`src/verilog/pps_pkg.sv`:
```
// constants, codes and carrier types of the port sequencer
// assumes a 100 MHz reference clock and a 1 ms sequencer tick
package pps_pkg;
  // timebase
  localparam int CLK_NS = 10;
  localparam int TICK_NS = 1000000;
  localparam int TICK_CYC = TICK_NS / CLK_NS;
  localparam int TICK_MS = 1;
  // intervals in ms and in ticks
  localparam int DET_SETTLE_MS = 140;
  localparam int DET_PERIOD_MS = 580;
  localparam int BACKOFF_MS = 3200;
  localparam int SD_DELAY_MS = 4000;
  localparam int ERR_DELAY_MS = 4000;
  localparam int CLASS_MS = 37;
  localparam int PM_SETTLE_MS = 10;
  localparam int OVLD_MS = 62;
  localparam int DISC_MS = 350;
  localparam int BLINK_MS = 250;
  localparam int SLOT_MS = 500;
  typedef logic [12:0] pps_tk_type;
  localparam pps_tk_type DET_SETTLE_TK = pps_tk_type'(DET_SETTLE_MS / TICK_MS);
  localparam pps_tk_type DET_PERIOD_TK = pps_tk_type'(DET_PERIOD_MS / TICK_MS);
  localparam pps_tk_type BACKOFF_TK = pps_tk_type'(BACKOFF_MS / TICK_MS);
  localparam pps_tk_type SD_DELAY_TK = pps_tk_type'(SD_DELAY_MS / TICK_MS);
  localparam pps_tk_type ERR_DELAY_TK = pps_tk_type'(ERR_DELAY_MS / TICK_MS);
  localparam pps_tk_type CLASS_TK = pps_tk_type'(CLASS_MS / TICK_MS);
  localparam pps_tk_type PM_SETTLE_TK = pps_tk_type'(PM_SETTLE_MS / TICK_MS);
  localparam pps_tk_type OVLD_TK = pps_tk_type'(OVLD_MS / TICK_MS);
  localparam pps_tk_type DISC_TK = pps_tk_type'(DISC_MS / TICK_MS);
  localparam pps_tk_type BLINK_TK = pps_tk_type'(BLINK_MS / TICK_MS);
  localparam pps_tk_type SLOT_TK = pps_tk_type'(SLOT_MS / TICK_MS);
  // detection thresholds in mV; test currents differ by 100 uA
  localparam logic [15:0] SIG_MIN_MV = 16'h06a4;
  localparam logic [15:0] SIG_MAX_MV = 16'h0b9a;
  localparam logic [15:0] SHORT_MV = 16'h0064;
  localparam logic [15:0] OPEN_MV = 16'h2af8;
  localparam logic [15:0] FORCE_MIN_MV = 16'h03e8;
  localparam logic [15:0] FORCE_MAX_MV = 16'h2710;
  // led pulse drive, 6 of every 100 cycles
  localparam logic [6:0] PWM_PERIOD = 7'h64;
  localparam logic [6:0] PWM_ON = 7'h06;
  // codes
  localparam logic [1:0] FLT_NONE = 2'h0;
  localparam logic [1:0] FLT_OVLD = 2'h1;
  localparam logic [1:0] FLT_SIG = 2'h2;
  localparam logic [1:0] FLT_PM = 2'h3;
  localparam logic [1:0] DET_OFF = 2'h0;
  localparam logic [1:0] DET_I1 = 2'h1;
  localparam logic [1:0] DET_I2 = 2'h2;
  localparam logic [1:0] ICUT_375 = 2'h0;
  localparam logic [1:0] ICUT_100 = 2'h1;
  localparam logic [1:0] ICUT_175 = 2'h2;
  localparam logic [1:0] PM_NONE = 2'h0;
  localparam logic [1:0] PM_C1 = 2'h1;
  localparam logic [1:0] PM_C2 = 2'h2;
  localparam logic [1:0] PM_FULL = 2'h3;
  localparam logic [1:0] LEG_STD = 2'h0;
  localparam logic [1:0] LEG_CAP = 2'h1;
  localparam logic [1:0] LEG_FORCE = 2'h2;
  // register map and fields
  localparam logic [7:0] ADDR_CTRL = 8'h00;
  localparam logic [7:0] ADDR_STATUS = 8'h04;
  localparam logic [7:0] ADDR_SIG = 8'h08;
  localparam int CTRL_DIS_BIT = 0;
  localparam logic [6:0] SYNC_RST = 7'h40;
  typedef enum logic [3:0] {
    ST_IDLE = 4'h0, ST_DET1 = 4'h1, ST_DET2 = 4'h2, ST_BACKOFF = 4'h3,
    ST_CLASS = 4'h4, ST_PM_CHECK = 4'h5, ST_PM_VERIFY = 4'h6, ST_ON = 4'h7,
    ST_ERR_WAIT = 4'h8, ST_SHUT = 4'h9, ST_SD_WAIT = 4'ha
  } pps_state_type;
  typedef struct packed {
    logic psel;
    logic penable;
    logic pwrite;
    logic [7:0] paddr;
    logic [31:0] pwdata;
  } pps_apb_req_type;
  typedef struct packed {
    logic legacy_high;
    logic legacy_low;
    logic midspan;
    logic class_limit_enforce;
    logic ac_sense_oscillator;
    logic logic_supply_high;
  } pps_strap_type;
  typedef struct packed {
    logic [15:0] volt_mv;
    logic cap_big;
    logic [2:0] class_code;
    logic pm_over;
    logic over_cut;
    logic ac_cap_low;
    logic dc_mps_absent;
  } pps_meas_type;
endpackage : pps_pkg

```
`src/verilog/pps_seq.sv`:
```
// port sequencer: detection, class, power budget, power, disconnect, led
// assumes analog results synchronous to ref_clk_i; straps are asynchronous
//
// Notes on behaviour
// [RULE1] led pulled low while port powered, released otherwise
// [RULE2] a port fault flashes the led with a count per fault kind
// [RULE3] on single 48V supply lit led is pulsed low at 6% duty
// [RULE4] legacy strap high: large port capacitance accepted as legacy device
// [RULE5] legacy strap low: only standard signatures accepted
// [RULE6] legacy floating: power any device reading 1V to 10V
// [RULE7] midspan high: 3.2 s wait after failed detection unless open
// [RULE8] midspan low: no extra wait after failed detection
// [RULE9] source class-proportional budget current while powering
// [RULE10] refuse turn-on when budget node is above 1V before power
// [RULE11] oscillator strap low selects dc disconnect instead of ac
// [RULE12] ac mode: low port capacitance past window turns port off
// [RULE13] shutdown low: no detection, no power, port turned off
// [RULE14] after shutdown release wait 4 s before detecting
// [RULE15] enforce strap lowers overload threshold for class 1 and 2
// [RULE16] two test currents, settle, measure, difference gives slope
// [RULE17] slope between 17k and 29.7k is a valid device
// [RULE18] out-of-range signature, not open or short, gets its flash code
// [RULE19] over 5 uF withholds power unless legacy mode enabled
// [RULE20] detection repeats every 580 ms, or 3.2 s with backoff
// [RULE21] detection, then class, then budget check, then power
// [RULE22] budget over after adding current: withdraw, abort, redetect
// [RULE23] class 4 and above handled as class 3
// [RULE24] overload for longer than 62 ms removes port power
// [RULE25] all intervals counted in ticks of one timebase; the led pulse drive counts ref_clk_i cycles instead
// [RULE26] straps and shutdown synchronised; floating legacy is its own state
`timescale 1ns/1ps
`default_nettype none

module pps_seq #(
  parameter int TICK_CYCLES = pps_pkg::TICK_CYC
) (
  // clock and reset
  input wire logic ref_clk_i,
  input wire logic rst_i,
  // apb slave
  input wire pps_pkg::pps_apb_req_type apb_i,
  output logic [31:0] prdata_o,
  output logic pready_o,
  output logic pslverr_o,
  // straps and shutdown
  input wire pps_pkg::pps_strap_type strap_i,
  input wire logic shutdown_request_low_i,
  // analog front end results
  input wire pps_pkg::pps_meas_type meas_i,
  // analog front end controls
  output logic [1:0] det_force_o,
  output logic class_probe_o,
  output logic [1:0] pm_source_o,
  output logic port_on_o,
  output logic [1:0] icut_level_o,
  // open-drain led
  input wire logic led_i,
  output logic led_o,
  output logic led_oe_o
);
  import pps_pkg::*;

  ////////////////////////////////////////////////////////////////////////////
  // strap synchronisers
  logic [6:0] sync_a;
  logic [6:0] sync_b;
  pps_strap_type st_s;
  logic sd_n_s;
  logic [1:0] leg_mode;
  logic single;
  logic ac_mode;

  always_ff @(posedge ref_clk_i) begin
    if (rst_i) begin
      sync_a <= SYNC_RST;
      sync_b <= SYNC_RST;
    end else begin
      sync_a <= {shutdown_request_low_i, strap_i}; // RULE26
      sync_b <= sync_a;
    end
  end

  // strap decode, floating legacy as third state
  assign st_s = pps_strap_type'(sync_b[5:0]);
  assign sd_n_s = sync_b[6];
  assign leg_mode = st_s.legacy_high ? LEG_CAP :
                    (st_s.legacy_low ? LEG_STD : LEG_FORCE); // RULE26
  assign single = !st_s.logic_supply_high;
  assign ac_mode = st_s.ac_sense_oscillator; // RULE11

  ////////////////////////////////////////////////////////////////////////////
  // timebase
  logic [16:0] tick_cnt;
  logic tick;
  assign tick = (tick_cnt == 17'(TICK_CYCLES - 1)); // RULE25

  always_ff @(posedge ref_clk_i) begin
    if (rst_i || tick) tick_cnt <= 17'h0;
    else tick_cnt <= tick_cnt + 17'h1;
  end

  ////////////////////////////////////////////////////////////////////////////
  // state, timers and latched results
  pps_state_type state;
  pps_state_type next_state;
  logic [1:0] fault;
  logic [1:0] next_fault;
  logic ctrl_dis;
  logic sd_active;
  pps_tk_type st_tk;
  pps_tk_type cyc_tk;
  pps_tk_type ovl_tk;
  pps_tk_type disc_tk;
  logic [15:0] v1_mv;
  logic [15:0] sig_mv;
  logic fail_open;
  logic [1:0] class_lvl;

  assign sd_active = !sd_n_s || ctrl_dis; // RULE13

  // signature evaluation at the second point
  logic [15:0] v2_mv;
  logic [15:0] dv_mv;
  logic sig_neg;
  logic is_open;
  logic is_short;
  logic in_rng;
  logic force_ok;
  logic sig_ok;
  logic sig_bad;
  logic absent;
  logic st_done_det;
  pps_tk_type backoff_lim;

  assign v2_mv = meas_i.volt_mv;
  assign dv_mv = v2_mv - v1_mv; // RULE16
  assign sig_neg = v2_mv < v1_mv;
  assign is_open = v2_mv >= OPEN_MV;
  assign is_short = sig_neg || (dv_mv < SHORT_MV);
  assign in_rng = !sig_neg && dv_mv >= SIG_MIN_MV && dv_mv <= SIG_MAX_MV; // RULE17
  assign force_ok = v2_mv >= FORCE_MIN_MV && v2_mv <= FORCE_MAX_MV; // RULE6
  assign sig_ok = (leg_mode == LEG_FORCE) ? force_ok :
                  ((leg_mode == LEG_CAP && meas_i.cap_big) ? 1'b1 : // RULE4
                   (in_rng && !meas_i.cap_big)); // RULE5 RULE19
  assign sig_bad = !is_open && !is_short && !in_rng; // RULE18
  assign st_done_det = st_tk >= DET_SETTLE_TK;
  assign backoff_lim = (st_s.midspan && !fail_open) ? BACKOFF_TK
                                                    : DET_PERIOD_TK; // RULE7 RULE8 RULE20
  assign absent = ac_mode ? meas_i.ac_cap_low : meas_i.dc_mps_absent; // RULE11

  // sequencer transitions
  always_comb begin
    next_state = state;
    next_fault = fault;
    if (sd_active) begin
      next_state = ST_SHUT; // RULE13
    end else begin
      case (state)
        ST_SHUT: next_state = ST_SD_WAIT;
        ST_SD_WAIT: if (st_tk >= SD_DELAY_TK) next_state = ST_IDLE; // RULE14
        ST_IDLE: next_state = ST_DET1;
        ST_DET1: if (st_done_det) next_state = ST_DET2; // RULE16
        ST_DET2: begin
          if (st_done_det) begin
            next_state = sig_ok ? ST_CLASS : ST_BACKOFF; // RULE21
            if (!sig_ok && sig_bad) next_fault = FLT_SIG; // RULE18
          end
        end
        ST_BACKOFF: if (cyc_tk >= backoff_lim) next_state = ST_DET1; // RULE20
        ST_CLASS: if (st_tk >= CLASS_TK) next_state = ST_PM_CHECK; // RULE21
        ST_PM_CHECK: begin
          if (meas_i.pm_over) begin
            next_state = ST_IDLE; // RULE10
            next_fault = FLT_PM;
          end else begin
            next_state = ST_PM_VERIFY;
          end
        end
        ST_PM_VERIFY: begin
          if (st_tk >= PM_SETTLE_TK) begin
            if (meas_i.pm_over) begin
              next_state = ST_IDLE; // RULE22
              next_fault = FLT_PM;
            end else begin
              next_state = ST_ON; // RULE21
              next_fault = FLT_NONE;
            end
          end
        end
        ST_ON: begin
          if (ovl_tk > OVLD_TK) begin
            next_state = ST_ERR_WAIT; // RULE24
            next_fault = FLT_OVLD;
          end else if (disc_tk > DISC_TK) begin
            next_state = ST_IDLE; // RULE12
          end
        end
        ST_ERR_WAIT: if (st_tk >= ERR_DELAY_TK) next_state = ST_IDLE;
        default: next_state = ST_IDLE;
      endcase
    end
  end

  always_ff @(posedge ref_clk_i) begin
    if (rst_i) begin
      state <= ST_IDLE;
      fault <= FLT_NONE;
    end else begin
      state <= next_state;
      fault <= next_fault;
    end
  end

  // tick timers: per state, per detection cycle, overload, disconnect
  always_ff @(posedge ref_clk_i) begin
    if (rst_i || next_state != state) st_tk <= '0;
    else if (tick) st_tk <= st_tk + 13'h1; // RULE25
    if (rst_i || (next_state == ST_DET1 && state != ST_DET1)) cyc_tk <= '0;
    else if (tick) cyc_tk <= cyc_tk + 13'h1;
    if (rst_i || state != ST_ON || !meas_i.over_cut) ovl_tk <= '0;
    else if (tick) ovl_tk <= ovl_tk + 13'h1; // RULE24
    if (rst_i || state != ST_ON || !absent) disc_tk <= '0;
    else if (tick) disc_tk <= disc_tk + 13'h1; // RULE12
  end

  // first point store, slope and class capture
  always_ff @(posedge ref_clk_i) begin
    if (rst_i) begin
      v1_mv <= 16'h0;
      sig_mv <= 16'h0;
      fail_open <= 1'b0;
      class_lvl <= 2'h0;
    end else begin
      if (state == ST_DET1 && next_state == ST_DET2) v1_mv <= v2_mv; // RULE16
      if (state == ST_DET2 && next_state != ST_DET2) begin
        sig_mv <= dv_mv;
        fail_open <= is_open;
      end
      if (state == ST_CLASS && next_state == ST_PM_CHECK) begin
        class_lvl <= meas_i.class_code[2] ? 2'h3
                                          : meas_i.class_code[1:0]; // RULE23
      end
    end
  end

  ////////////////////////////////////////////////////////////////////////////
  // front end drive
  logic [1:0] pm_lvl;
  logic [1:0] next_icut;
  logic [1:0] next_det;
  logic [1:0] next_pm;
  logic next_on;

  assign pm_lvl = (class_lvl == 2'h1) ? PM_C1 :
                  ((class_lvl == 2'h2) ? PM_C2 : PM_FULL);
  assign next_icut = !st_s.class_limit_enforce ? ICUT_375 : // RULE15
                     ((class_lvl == 2'h1) ? ICUT_100 :
                      ((class_lvl == 2'h2) ? ICUT_175 : ICUT_375));
  assign next_det = (next_state == ST_DET1) ? DET_I1 :
                    ((next_state == ST_DET2) ? DET_I2 : DET_OFF);
  assign next_pm = (next_state == ST_PM_VERIFY || next_state == ST_ON)
                   ? pm_lvl : PM_NONE; // RULE9 RULE22
  assign next_on = next_state == ST_ON;

  always_ff @(posedge ref_clk_i) begin
    if (rst_i) begin
      det_force_o <= DET_OFF;
      class_probe_o <= 1'b0;
      pm_source_o <= PM_NONE;
      port_on_o <= 1'b0;
      icut_level_o <= ICUT_375;
    end else begin
      det_force_o <= next_det;
      class_probe_o <= next_state == ST_CLASS;
      pm_source_o <= next_pm; // RULE9
      port_on_o <= next_on;
      icut_level_o <= next_icut;
    end
  end

  ////////////////////////////////////////////////////////////////////////////
  // led: on while powered, fault flash counts, pulse drive
  logic [6:0] pwm_cnt;
  pps_tk_type slot_tk;
  logic [1:0] slot;
  logic led_want;

  always_ff @(posedge ref_clk_i) begin
    if (rst_i || pwm_cnt == PWM_PERIOD - 7'h1) pwm_cnt <= 7'h0;
    else pwm_cnt <= pwm_cnt + 7'h1;
    if (rst_i) begin
      slot_tk <= '0;
      slot <= 2'h0;
    end else if (tick) begin
      if (slot_tk == SLOT_TK - 13'h1) begin
        slot_tk <= '0;
        slot <= slot + 2'h1;
      end else begin
        slot_tk <= slot_tk + 13'h1;
      end
    end
  end

  assign led_want = next_on || // RULE1
                    (slot < fault && slot_tk < BLINK_TK); // RULE2

  always_ff @(posedge ref_clk_i) begin
    if (rst_i) led_oe_o <= 1'b0;
    else led_oe_o <= led_want && (!single || pwm_cnt < PWM_ON); // RULE3
  end
  assign led_o = 1'b0;

  ////////////////////////////////////////////////////////////////////////////
  // apb slave, zero wait states
  logic sel_ctrl;
  logic sel_status;
  logic sel_sig;
  logic mapped;
  logic acc;
  logic [31:0] rd_mux;

  assign sel_ctrl = apb_i.paddr == ADDR_CTRL;
  assign sel_status = apb_i.paddr == ADDR_STATUS;
  assign sel_sig = apb_i.paddr == ADDR_SIG;
  assign mapped = sel_ctrl || sel_status || sel_sig;
  assign acc = apb_i.psel && apb_i.penable;
  assign pready_o = 1'b1;
  assign pslverr_o = acc && !mapped;
  assign rd_mux = sel_ctrl ? {31'h0, ctrl_dis} :
                  sel_status ? {18'h0, ac_mode, st_s.midspan, leg_mode, led_i,
                                port_on_o, fault, class_lvl, state} :
                  sel_sig ? {16'h0, sig_mv} : 32'h0;

  always_ff @(posedge ref_clk_i) begin
    if (rst_i) begin
      ctrl_dis <= 1'b0;
      prdata_o <= 32'h0;
    end else begin
      if (acc && apb_i.pwrite && sel_ctrl) ctrl_dis <= apb_i.pwdata[CTRL_DIS_BIT];
      prdata_o <= (apb_i.psel && !apb_i.penable) ? rd_mux : prdata_o;
    end
  end

  ////////////////////////////////////////////////////////////////////////////
  // assertions
  AST_LED_ON: assert property (@(posedge ref_clk_i) disable iff (rst_i) // RULE1
    port_on_o && !$past(single) |-> led_oe_o) else $error("led not lit while on");
  AST_LED_DUTY: assert property (@(posedge ref_clk_i) disable iff (rst_i) // RULE3
    led_oe_o && $past(single) |-> $past(pwm_cnt) < PWM_ON)
    else $error("led pulse beyond duty");
  AST_SD_OFF: assert property (@(posedge ref_clk_i) disable iff (rst_i) // RULE13
    sd_active |=> !port_on_o && det_force_o == DET_OFF)
    else $error("port active under shutdown");
  AST_SD_WAIT: assert property (@(posedge ref_clk_i) disable iff (rst_i) // RULE14
    state == ST_SD_WAIT && st_tk < SD_DELAY_TK |=> det_force_o == DET_OFF)
    else $error("detection before release delay");
  AST_PM_REFUSE: assert property (@(posedge ref_clk_i) disable iff (rst_i) // RULE10
    state == ST_PM_CHECK && meas_i.pm_over && !sd_active
    |=> state == ST_IDLE ##1 !port_on_o) else $error("budget check ignored");
  AST_PM_WITHDRAW: assert property (@(posedge ref_clk_i) disable iff (rst_i) // RULE22
    state == ST_PM_VERIFY && st_tk >= PM_SETTLE_TK && meas_i.pm_over
    |=> pm_source_o == PM_NONE && !port_on_o)
    else $error("budget current not withdrawn");
  AST_ICUT: assert property (@(posedge ref_clk_i) disable iff (rst_i) // RULE15
    !st_s.class_limit_enforce |=> icut_level_o == ICUT_375)
    else $error("threshold lowered without enforce");
  AST_ORDER: assert property (@(posedge ref_clk_i) disable iff (rst_i) // RULE21
    $rose(port_on_o) |-> $past(state) == ST_PM_VERIFY)
    else $error("power without budget check");
  AST_OVLD: assert property (@(posedge ref_clk_i) disable iff (rst_i) // RULE24
    state == ST_ON && ovl_tk > OVLD_TK && !sd_active
    |=> !port_on_o && fault == FLT_OVLD)
    else $error("overload not removed");
  AST_CLASS4: assert property (@(posedge ref_clk_i) disable iff (rst_i) // RULE23
    state == ST_CLASS && st_tk >= CLASS_TK && meas_i.class_code[2] && !sd_active
    |=> class_lvl == 2'h3) else $error("class 4 not folded to 3");
  AST_DISC: assert property (@(posedge ref_clk_i) disable iff (rst_i) // RULE12
    state == ST_ON && disc_tk > DISC_TK |=> !port_on_o)
    else $error("disconnect not acted on");
  COV_POWER: cover property (@(posedge ref_clk_i) disable iff (rst_i)
    $rose(port_on_o));
  COV_OVLD: cover property (@(posedge ref_clk_i) disable iff (rst_i)
    state == ST_ON ##1 state == ST_ERR_WAIT);
  COV_BACKOFF: cover property (@(posedge ref_clk_i) disable iff (rst_i)
    state == ST_BACKOFF && backoff_lim == BACKOFF_TK);
endmodule : pps_seq

`default_nettype wire
```
`config.mk`:
```
export PLATFORM = sky130hd
export DESIGN_NAME = pps_seq
export DESIGN_NICKNAME = d
export VERILOG_FILES = /design/src/verilog/pps_pkg.sv /design/src/verilog/pps_seq.sv
export SDC_FILE = /design/constraint.sdc
export NUM_CORES = 1
export LEC_CHECK = 0
export BUFFER_PORTS_ARGS = -buffer_cell sky130_fd_sc_hd__buf_2
export CORE_ASPECT_RATIO = 0.8
export CORE_MARGIN = 2
export CORE_UTILIZATION = 30
export CTS_BUF_LIST = sky130_fd_sc_hd__clkbuf_2 sky130_fd_sc_hd__clkbuf_4 sky130_fd_sc_hd__clkbuf_8
export DETAILED_ROUTE_END_ITERATION = 6
export GPL_ROUTABILITY_DRIVEN = 0
export HOLD_SLACK_MARGIN = 0.12
export SLEW_MARGIN = 25
export SYNTH_ARGS = -nofsm -noshare
export SYNTH_HDL_FRONTEND = slang
export SYNTH_SLANG_ARGS = --single-unit
```
`constraint.sdc`:
```
create_clock -name ref_clk_i -period 8.3 [get_ports ref_clk_i]
set_input_delay 0 -clock ref_clk_i [delete_from_list [all_inputs] [get_ports ref_clk_i]]
set_output_delay 0 -clock ref_clk_i [all_outputs]
set_load 0.05 [all_outputs]
```
; ---- Word level (Yosys, flattened, before mapping)
; Index checks and enable logic that the tools add are counted.
; W data, S select, Z words.
[word_totals]
elab_cells = 184
out_inout_bits = 44
regBits = 188
[op_classes]
bitwise = 3
n_reduce_logical = 57
addsub = 9
mux = 37
eq_ne = 34
magnitude_cmp = 17
[ops]
columns = cell, count
row1 = $add A13 B1 Y13 const B, 5
row2 = $mux W16, 3
row3 = $pmux W4 S10, 1
row4 = $mux W4, 9
row5 = $eq A4 B3 Y1 const B, 8
row6 = $mux W2, 11
row7 = $logic_and A1 B1 Y1, 20
row8 = $add A17 B1 Y17 const B, 1
row9 = $eq A17 B17 Y1 const B, 1
row10 = $ge A16 B10 Y1 const B, 1
row11 = $ge A16 B11 Y1 const B, 1
row12 = $ge A16 B14 Y1 const B, 1
row13 = $le A16 B12 Y1 const B, 1
row14 = $le A16 B14 Y1 const B, 1
row15 = $lt A16 B16 Y1, 1
row16 = $lt A16 B7 Y1 const B, 1
row17 = $sub A16 B16 Y16, 1
row18 = $logic_or A1 B1 Y1, 14
row19 = $eq A13 B9 Y1 const B, 1
row20 = $ge A13 B12 Y1, 1
row21 = $ge A13 B12 Y1 const B, 1
row22 = $ge A13 B4 Y1 const B, 1
row23 = $ge A13 B6 Y1 const B, 1
row24 = $ge A13 B8 Y1 const B, 1
row25 = other kinds (34), 70

; ---- Longest topological paths before layout
; Gate-level depths: netlist of run 1.
[logic_depth]
ltp_word = 15
ltp_mapped = 15
depth_no_buf = 14

; ---- Worst setup path after synthesis of run 1
; OpenSTA, ideal clock, no wires.
[synth_timing]
path_type = reg2reg
start = reg v1_mv[0]
end = reg sig_mv[10]
arrival_ps = 3122
path_slack_ps = 5056
setup_time_ps = 121
stages_incl_launch_ff = 15
n_path_buf = 1
path_cell_list = dfxtp_1 -> ha_1 -> inv_1 -> fa_1 -> a211oi_1 -> o21ai_0 -> a21boi_0 -> xor2_1 -> inv_1 -> o211a_1 -> o211ai_2 -> nand2_1 -> a21oi_4 -> buf_6 -> mux2_4
[synth_via]
elab_chain_len = 13
[synth_lines]
columns = item, line
row1 = start: declaration, pps_seq.sv:114  ; logic [15:0] v1_mv;
row2 = start signal: assignment, pps_seq.sv:234  ; if (state == ST_DET1 && next_state == ST_DET2) v1_mv <= v2_mv;
row3 = $sub A16 B16 Y16 / $lt A16 B16 Y1 (equally long branches), "pps_seq.sv:136, pps_seq.sv:137"
row4 = $ge A16 B11 Y1 / $logic_not A1 Y1 (equally long branches), pps_seq.sv:140  ; assign in_rng = !sig_neg && dv_mv >= SIG_MIN_MV && dv_mv <= SIG_MAX_MV;
row5 = $logic_and A1 B1 Y1 (2 in a row), pps_seq.sv:140
row6 = $logic_and A1 B1 Y1, pps_seq.sv:144  ; (in_rng && !meas_i.cap_big));
row7 = $mux W1, pps_seq.sv:143  ; ((leg_mode == LEG_CAP && meas_i.cap_big) ? 1'b1 :
row8 = $mux W1, pps_seq.sv:142  ; assign sig_ok = (leg_mode == LEG_FORCE) ? force_ok :
row9 = $mux W3, pps_seq.sv:165  ; next_state = sig_ok ? ST_CLASS : ST_BACKOFF;
row10 = $mux W4, pps_seq.sv:164  ; if (st_done_det) begin
row11 = $pmux W4 S10, pps_seq.sv:158  ; case (state)
row12 = $mux W4, pps_seq.sv:155  ; if (sd_active) begin
row13 = $ne A4 B2 Y1, pps_seq.sv:235  ; if (state == ST_DET2 && next_state != ST_DET2) begin
row14 = $logic_and A1 B1 Y1, pps_seq.sv:235
row15 = end signal: assignment, pps_seq.sv:236  ; sig_mv <= dv_mv;
row16 = end: declaration, pps_seq.sv:115  ; logic [15:0] sig_mv;
; Several ways; a longest one is shown, not always the timed one.
; A chain may end at the register's enable or synchronous reset.

; ---- Worst setup path in the final report of run 1
[layout_timing]
start = reg v1_mv[0]
end = reg class_lvl[1]
[layout_via]
elab_chain_len = 13
[layout_lines]
columns = item, line
row1 = $sub A16 B16 Y16 / $lt A16 B16 Y1 (equally long branches), "pps_seq.sv:136, pps_seq.sv:137"
row2 = $ge A16 B11 Y1 / $logic_not A1 Y1 (equally long branches), pps_seq.sv:140
row3 = $logic_and A1 B1 Y1, pps_seq.sv:140
row4 = $logic_and A1 B1 Y1 (*), pps_seq.sv:140
row5 = $logic_and A1 B1 Y1 (*), pps_seq.sv:144
row6 = $mux W1 (*), pps_seq.sv:143
row7 = $mux W1 (*), pps_seq.sv:142
row8 = $mux W3 (*), pps_seq.sv:165
row9 = $mux W4 (*), pps_seq.sv:164
row10 = $pmux W4 S10 (*), pps_seq.sv:158
row11 = $mux W4 (*), pps_seq.sv:155
row12 = $eq A4 B3 Y1 (*), pps_seq.sv:239  ; if (state == ST_CLASS && next_state == ST_PM_CHECK) begin
row13 = $logic_and A1 B1 Y1 (*), pps_seq.sv:239
row14 = end signal: assignment, pps_seq.sv:240  ; class_lvl <= meas_i.class_code[2] ? 2'h3
row15 = end: declaration, pps_seq.sv:117  ; logic [1:0] class_lvl;
; Mark *: on every way between the ends. The rest lies on a longest branch, timed or not.

==> reports/qor.yml, run 1 <==
status: "completed"
grt_usage_pct: 14.4
placed_area_um2: 9790
rsz0062_at_grt: "false"
cp_common_cell: "inv_1"
finalSetupViolCount: 0
irDropWorstVdd_v: 0.000108
drv_cap: 0
cts.repair.resized: 0
fin_worst_skew_ns: 0.0156
grt_max_degree: 54
netlist_area_um2: 9130
grt_pass1_wl_mm: 36.6
firstDrtPassIters: 5
area_growth_pct: 16.8
synth-seq-cells: 172
clock.fmax_ghz: 0.223
period_share_pct: 54.0
wirelength_mm: 22.7
cpPeakStageDelay_ns: 0.74
arrival_ns: 4.91
pin_count: 121
vias: 7830
hp-class: "in2reg"
cts_tree: "built"
layout-drive-gt1-share_pct: 12.6
p_total_mw: 1.66
critPathRequiredTime_ns: 8.72
fin_crit_ns: 4.49
grt_pass1_vias: 7114
overflow: 0
routedWlPerCell_um: 14.2
setup-tns-final_ns: 0
core_um2: 30200
ant_nets: 0
clock_path_buffers: 2
cts_htree_levels: 4
cts_inserted_buffers: 17
ys_seq_area_share_pct: 37.7
synth_cell_types: 84
die_height_um: 160
max_slew_margin_pct: 31.8
rows: 57
ys_warn_count: 0
power_density_nw_per_um2: 156
ys_async_sr_fraction_pct: 0
synth-edff-count: 0
maxSlewViolCount: 0
numPortBuffers: 71
fin_area_um2: 10700
rr_startpoint: "v1_mv[0]$_SDFFE_PP0P_"
nets: 1283
hp-start: "apb_i[32]"
end_kind: "flip-flop"
antenna_found_initial: 1
clock_latency_ns: 0.48
worst_slew_pin_slew_ns: 1.02
critical_path_class: "reg2reg"
drt_iter0_drc: 615
crit_start: "v1_mv[0]$_SDFFE_PP0P_"
hold_ws_ns: 0.190
synth.avg_cell_area_um2: 8.50
n_fill_cell: 3076
cp_slowest_cell: "and2_0"
hold_viol: 0
drc_errors: 0
clock_sinks: 172
place_hpwl_mm: 16.3
cts_hold_buffers: 46
start_util_pct: 30.2
root_buffer: "clkbuf_8"
path_clk_slew_ns: 0.10
cp_cell_sequence: "ha_1, inv_1, fa_1, a211oi_1, o21ai_0, a21boi_0, xor2_1, inv_1, o211a_1, o211ai_2, and2_0, a21oi_1, a311oi_1, dlygate4sd3_1"
synth_cells: 1073
postCtsSetupRepairBufs: 0
crit_fanout: 14
p_leak_nw: 4.06
vias_per_cell: 4.90
dieArea_um2: 31800
die_width_um: 199
synthFlopType: "dfxtp_1"
cp-start-kind: "flip-flop"
## cells by family (layout without fill, tap and decap cells)
family	Yosys count	in the layout	synth area share [%]
muxes	29	29	3.46
AOI/OAI and AO/OA	201	201	16.3
DFF	172	172	37.7
xor gates and xnor gates	84	84	8.14
other	2	19	0.0823
adders and majority gates	36	36	5.02
and+or+nand+nor	432	432	23.3
buffers and inverters	117	211	5.98
## metrics by stage
stage | instances | worst slack (ns) | util, %
2_1_floorplan | 1089 | 5.06 | -
4_1_cts | 1596 | 3.86 | 35.3
3_3_place_gp | 1518 | 4.28 | 32.4
3_5_place_dp | 1518 | 4.28 | 32.4
6_report | 1597 | 3.81 | 35.3
5_1_grt | 1597 | 3.48 | 35.3
## where the power goes
group	switching [mW]	internal, mW
sequential	0.0125	0.837
clock	0.321	0.280
combinational	0.138	0.0702
## Yosys cell counts, drive strengths merged, types with 5 or more instances
cell type | number | area [um^2]
dfxtp | 172 | 3440
nor2 | 149 | 559
nand2 | 65 | 246
inv | 55 | 206
a21oi | 54 | 293
xor2 | 50 | 438
nor3 | 45 | 225
nand3 | 42 | 215
ha | 35 | 438
xnor2 | 34 | 305
o21ai | 32 | 160
buf | 31 | 223
clkbuf | 30 | 113
nor2b | 24 | 150
a211oi | 23 | 178
nand4 | 23 | 144
mux2i | 21 | 210
nor4 | 21 | 146
o211ai | 18 | 140
and3 | 16 | 105
a221oi | 14 | 123
or3 | 13 | 81.3
mux2 | 8 | 105
a21o | 7 | 52.6
o211a | 7 | 77.6
and2 | 6 | 40.0
nand2b | 6 | 37.5
a2111oi | 5 | 51.3
or2 | 5 | 31.3
## cell type report
cell class	count	area [um^2]	area share (%)
flip-flops and latches	172	3440	32.3
diodes	1	2.50	0.0235
multi-input cells	800	5220	49.0
inverters	56	210	1.97
well taps	413	517	4.85
clock buffers	19	255	2.40
clock inverters	13	140	1.32
repair buffers	123	863	8.10
## registers in the layout, summed over array words and instances, names as in the netlist, 16 cells and up
signal,count
v1_mv,16
sig_mv,16
prdata_o,16
tick_cnt,17
## per-layer routing
| layer | track usage [%] | wire length [um] | vias up | part of all wire (%) |
|---|---|---|---|---|
| met1 | 22.1 | 12200 | 3668 | 54 |
| li1 | - | - | 3962 | - |
| met4 | 4.44 | 362 | 0 | 1.6 |
| met3 | 2.75 | 998 | 20 | 4.4 |
| met5 | 0 | 0 | - | 0 |
| met2 | 20.0 | 9110 | 180 | 40 |
## cell usage in the layout (no fill, tap or decap), drive strengths merged, types with 24 or more instances in the layout
cell type    instances
a21oi               54
buf                 77
dfxtp              172
dlygate4sd3         46
ha                  35
inv                 58
nand2               65
nand3               42
nor2               149
nor2b               24
nor3                45
o21ai               32
xnor2               34
xor2                50
## final timing paths
check / to / slack, ns / cells past startpoint
min reg2reg: sync_b[5]$_SDFF_PP0_ / 0.45 / 1
max reg2reg: class_lvl[1]$_SDFFE_PP0P_ / 3.81 / 14
min: prdata_o[15]$_SDFFE_PP0P_ / 0.19 / 6
max: class_lvl[1]$_SDFFE_PP0P_ / 3.81 / 14
## critical path: cells and delay by family (launching register included)
family          cells  cell delay, ns
xor+xnor            1            0.31
flops               1            0.35
compound gates      7            1.70
buf+inv             3            0.73
simple gates        1            0.74
fa+ha+maj           2            0.59
Note: power is estimated with default switching activity, not from simulation.
==> run 2, diff against run 1 <==
clock period = 4.1 ns   (was 8.3 ns; I/O delays follow)
==> run 2 against run 1 <==
Wire length shrank 1.0%. Cell count grew 0.13%. Via count shrank 0.97%. Sequential share of layout area shrank 0.11 points. Worst setup slack lost 3.6 ns. Design area grew 0.33%. Count of clock-buffer cells in the layout grew 2. Largest cell class unchanged. Highest routed layer unchanged.
==> reports/qor.yml, run 2 (same netlist as run 1, synthesis figures left out) <==
status: "completed"
grt_pass1_wl_mm: 36.7  # +0.21%
firstDrtPassIters: 5  # unchanged
rsz0062_at_grt: "false"
worst_slew_pin_slew_ns: 1.05  # +0.0329 ns
irDropWorstVdd_v: 0.000193  # +79%
grt_pass1_vias: 7161  # +0.66%
postCtsSetupRepairBufs: 0  # unchanged
utilization_pct: 35.4  # +0.12 points
numPortBuffers: 71  # unchanged
hold_viol: 0  # unchanged
overflow: 0  # unchanged
max_slew_margin_pct: 29.6  # -2.2 points
clock_sinks: 172  # unchanged
clock.fmax_ghz: 0.261  # +17%
layout-drive-gt1-share_pct: 13.0  # +0.39 points
routedWlPerCell_um: 14.0  # -1.1%
period_share_pct: 93.6  # +40 points
core_um2: 30200  # unchanged
die_height_um: 160  # unchanged
wirelength_mm: 22.4  # -1.0%
crit_fanout: 6  # -8
place_hpwl_mm: 16.4  # +0.64%
clock_path_buffers: 2  # unchanged
rows: 57  # unchanged
cts_tree: "built"
clock_latency_ns: 0.47  # about the same
root_buffer: "clkbuf_8"
cts_htree_levels: 4  # unchanged
drt_iter0_drc: 594  # -3.4%
layout.cells.most_common: "dfxtp_1"
area_growth_pct: 17.2
fin_worst_skew_ns: 0.0156  # +0.00000600 ns
arrival_ns: 4.19  # -0.72 ns
drv_cap: 0  # unchanged
start_util_pct: 30.2  # unchanged
met3_length_mm: 1.15  # +15%
finalSetupViolCount: 0  # unchanged
routed.top_layer: "met4"
drc_errors: 0  # unchanged
ant_nets: 0  # unchanged
p_leak_nw: 4.09  # +0.75%
critical_path_class: "reg2reg"
wl_met1_mm: 12.0  # -1.9%
cp-start-kind: "flip-flop"
path_clk_slew_ns: 0.09  # about the same
dp_cells: 1524  # +0.40%
cts.repair.resized: 0  # unchanged
dieArea_um2: 31800  # unchanged
grt_max_degree: 57  # +5.6%
fin_cells: 1599  # +0.13%
maxSlewViolCount: 0  # unchanged
critPathRequiredTime_ns: 4.46  # -4.26 ns
nets: 1286  # +0.23%
seq_area_um2: 3440  # unchanged
setup-tns-final_ns: 0  # unchanged
n_fill_cell: 3126  # +1.6%
vias_per_cell: 4.85  # -1.1%
met2_length_mm: 9.00  # -1.1%
hp-class: "in2reg"
antenna_found_initial: 0  # -1
die_width_um: 199  # unchanged
fin_crit_ns: 3.84  # -0.649 ns
diodes: 0  # -1
vias: 7754  # -0.97%
power_density_nw_per_um2: 318  # +100%
end_kind: "flip-flop"
pin_count: 121  # unchanged
largest_register_ff_count: 17  # unchanged
multi_input_area_um2: 5220  # about the same
cts_inserted_buffers: 17  # unchanged
largest_register: "tick_cnt"
layout_common_cells: "dfxtp_1 (172), nor2_1 (149), buf_2 (70), nand2_1 (64), inv_1 (55)"
grt_usage_pct: 14.4  # -0.082 points
## run 2: power breakdown
| group | leakage (nW) | internal [mW] | switching (mW) | total, mW |
|---|---|---|---|---|
| clock network | 0.209 | 0.613 | 0.643 | 1.26 |
| registers | 1.39 | 1.69 | 0.0251 | 1.72 |
| logic | 2.49 | 0.145 | 0.277 | 0.422 |
## run 2: area by class of cell
type / instances / area share, %
Multi-Input combinational cell: 800 / 48.8
Sequential cell: 172 / 32.2
Timing Repair Buffer: 126 / 8.22
Tap cell: 413 / 4.83
Clock buffer: 21 / 2.70
Inverter: 56 / 1.97
Clock inverter: 11 / 1.24
## run 2: final timing paths
path                                    end  depth (start not counted)                  start  slack [ns]
setup / recovery    sig_mv[12]$_SDFFE_PP0P_                         14  v1_mv[0]$_SDFFE_PP0P_        0.26
hold / removal    prdata_o[15]$_SDFFE_PP0P_                          5              apb_i[35]        0.15
setup reg to reg    sig_mv[12]$_SDFFE_PP0P_                         14  v1_mv[0]$_SDFFE_PP0P_        0.26
hold reg to reg        sync_b[1]$_SDFF_PP0_                          1   sync_a[1]$_SDFF_PP0_        0.44
## run 2: per-stage QoR
stage	hold slack, ns	setup slack, ns	power, mW	area [um^2]
2_1_floorplan	0.104	0.856	2.06	9190
6_report	0.149	0.263	3.40	10700
3_5_place_dp	0.187	0.339	2.15	9830
3_3_place_gp	0.191	0.392	2.15	9830
5_1_grt	0.152	0.00632	3.56	10700
4_1_cts	0.121	0.303	3.44	10700
## run 2: worst max-delay path: stages (launching register included)
cell and delay (ns):
dfxtp_1 0.35, ha_1 0.16, inv_1 0.05, fa_1 0.41, a211oi_1 0.27, o21ai_0 0.24, a21boi_0 0.26, xor2_1 0.29
inv_1 0.11, o211a_1 0.29, o211ai_2 0.24, nand2_1 0.23, a21oi_4 0.29, buf_4 0.21, mux2_4 0.30
## run 2: layer usage
metal	track usage [%]	up-vias
li1	-	3960
met1	21.7	3596
met2	20.5	181
met3	2.68	17
met4	4.31	0
met5	0	-
## run 2: repair_timing
action                                  CTS  global route
hold buffers                             43             0
hold endpoints to repair                 71             0
endpoints found under the setup margin    0             0
==> run 3, diff against run 2 <==
CORE_UTILIZATION = 39   (was 30)
GPL_TIMING_DRIVEN = 0   (was default)
==> run 3 against run 2 <==
Die area shrank 23%. Fmax decreased by 2.3%. Design area increased by 1.2%. Register-to-register slack got worse by 0.09 ns. Critical path depth did not move. Sequential power is essentially flat. Clock skew decreased by 0.00056 ns. Combinational power up 13%. Flip-flop and latch count is the same. Critical endpoint unchanged. Largest power group unchanged.
==> reports/qor.yml, run 3 (same netlist as run 1, synthesis figures left out) <==
status: "completed"
hp-class: "in2reg"
nets: 1339  # +4.1%
cpPeakStageDelay_ns: 0.43  # +0.02 ns
grt_pass1_vias: 7287  # +1.8%
clock_sinks: 172  # unchanged
path_depth: 14  # unchanged
worst_slew_pin_slew_ns: 1.10  # +0.0504 ns
layout.cells.most_common: "dfxtp_1"
setup_ws_ns: 0.172  # -0.0917 ns
rows: 50  # -12%
swShare_pct: 29.1  # +1.3 points
wirelength_mm: 23.3  # +3.9%
vias_per_cell: 5.14  # +6.0%
power_density_nw_per_um2: 312  # -1.7%
vias: 7970  # +2.8%
p_sw_mw: 0.985  # +4.2%
cts_inserted_buffers: 17  # unchanged
seq_area_um2: 3440  # unchanged
setup-tns-final_ns: 0  # unchanged
routedWlPerCell_um: 15.0  # +7.1%
core_um2: 23200  # -23%
place_hpwl_mm: 17.3  # +5.6%
layout_common_cells: "dfxtp_1 (172), nor2_1 (149), buf_2 (74), nand2_1 (64), inv_1 (55)"
overflow: 0  # unchanged
hold_depth: 6  # +1
arrival_ns: 4.29  # +0.10 ns
cp_cell_sequence: "ha_1, inv_1, fa_1, a211oi_1, o21ai_0, a21oi_2, a21bo_2, xor2_1, o2111a_2, o211ai_1, and3_4, a21oi_4, buf_6, mux2_4"
die_height_um: 141  # -12%
drc_errors: 0  # unchanged
hold_viol: 0  # unchanged
fin_area_um2: 10800  # +1.2%
cp_slowest_cell: "fa_1"
irDropWorstVdd_v: 0.000179  # -7.3%
start_util_pct: 39.3  # +9.1 points
placed_area_um2: 9930  # +1.0%
cts_tree: "built"
clock.fmax_ghz: 0.255  # -2.3%
ant_nets: 0  # unchanged
diodes: 0  # unchanged
critPathRequiredTime_ns: 4.47  # about the same
grt_usage_pct: 19.0  # +4.7 points
cp-start-kind: "flip-flop"
cpLargestDelayFamily: "compound AO/OA/AOI/OAI gates"
largest_register_ff_count: 17  # unchanged
firstDrtPassIters: 5  # unchanged
grt_max_degree: 17  # -70%
root_buffer: "clkbuf_8"
internal_power_mw: 2.40  # -2.3%
pin_count: 121  # unchanged
layout-drive-gt1-share_pct: 14.2  # +1.2 points
fin_worst_skew_ns: 0.0150  # -0.000561 ns
critical_path_class: "reg2reg"
end_kind: "flip-flop"
drt_iter0_drc: 552  # -7.1%
pwr-share-comb_pct: 14.1  # +1.7 points
path_clk_slew_ns: 0.10  # about the same
numPortBuffers: 70  # -1.4%
reg2reg_to: "sig_mv[12]$_SDFFE_PP0P_"
hold_ws_ns: 0.132  # -0.0171 ns
finalSetupViolCount: 0  # unchanged
rr_startpoint: "v1_mv[0]$_SDFFE_PP0P_"
grt_pass1_wl_mm: 37.6  # +2.4%
p_leak_nw: 4.20  # +2.7%
clock_path_buffers: 2  # unchanged
period_share_pct: 95.8  # +2.2 points
dieArea_um2: 24600  # -23%
multi_input_area_um2: 5230  # +0.24%
hp-start: "meas_i[7]"
clockPowerShare_pct: 35.3  # -1.7 points
dp_slack_ns: 0.186  # -0.153 ns
fin_crit_ns: 3.93  # +0.0917 ns
antenna_found_initial: 0  # unchanged
r2r_setup_slack_ns: 0.17  # -0.09 ns
die_width_um: 175  # -12%
min_to: "det_force_o[1]$_SDFF_PP0_"
max_slew_margin_pct: 25.9  # -3.7 points
cts_htree_levels: 4  # unchanged
drv_cap: 0  # unchanged
clock_latency_ns: 0.47  # about the same
crit_fanout: 10  # +4
timing.critical_path.buf_inv: 2  # -1
seqPwrFrac_pct: 50.6  # about the same
n_fill_cell: 2298  # -26%
worst_r2r_path_depth: 14  # unchanged
largest_register: "tick_cnt"
maxSlewViolCount: 0  # unchanged
area_growth_pct: 18.6
## run 3: cell types whose count changed in the layout (fill, tap and decap cells not counted), sizes merged
cell	before	now
buf	83	106
bufinv	2	1
clkbuf	21	49
clkinv	6	5
clkinvlp	2	3
inv	57	60
## run 3: per-stage QoR
stage	cells	power, mW	utilization (%)
after global routing	1551	3.53	46.6
after floorplan	1089	2.06	-
after CTS	1546	3.40	46.3
after detailed placement	1471	2.18	42.8
final	1551	3.38	46.6
after global placement	1471	2.17	42.8
## run 3: power groups by stage
stage	combinational [mW]	sequential, mW	clock [mW]
2_1_floorplan	0.280	1.78	0
3_3_place_gp	0.423	1.75	0
3_5_place_dp	0.425	1.75	0
4_1_cts	0.456	1.71	1.23
5_1_grt	0.516	1.72	1.30
6_report	0.475	1.71	1.19
## run 3: routing by layer
layer	wire [um]	track usage [%]
met4	192	3.86
met2	9370	27.7
met1	12300	28.1
met3	1410	5.15
met5	0	0
## run 3: how the worst max path moves through the flow
stage	startpoint	to	slack [ns]
detailed placement	v1_mv[0]$_SDFFE_PP0P_	det_force_o[1]$_SDFF_PP0_	0.19
CTS	v1_mv[0]$_SDFFE_PP0P_	det_force_o[1]$_SDFF_PP0_	0.11
global placement	v1_mv[0]$_SDFFE_PP0P_	det_force_o[1]$_SDFF_PP0_	0.05
global route	v1_mv[0]$_SDFFE_PP0P_	led_oe_o$_SDFF_PP0_	-0.02
floorplan	v1_mv[0]$_SDFFE_PP0P_	sig_mv[10]$_SDFFE_PP0P_	0.86
finish	v1_mv[0]$_SDFFE_PP0P_	sig_mv[12]$_SDFFE_PP0P_	0.17
## run 3: area by class of cell
type                       instances  area share, %
tap                              312           3.61
clock inverter                    13           1.20
inverter                          56           1.94
buffer                            61           3.11
timing repair buffer             118           7.56
clock buffer                      19           2.42
sequential                       172           31.8
multi-input combinational        800           48.3
## run 3: worst min-delay path: stages
cell and delay, ns:
buf_2 0.11, nor2_1 0.06, nor2_1 0.10, nor2_1 0.10, nand3_4 0.11, nor4_2 0.07
## run 3: repair_timing
item	CTS	global route
hold buffers	43	0
endpoints found under the setup margin	0	22
gates resized for setup	0	8
hold endpoints to repair	47	0
setup buffers	0	5
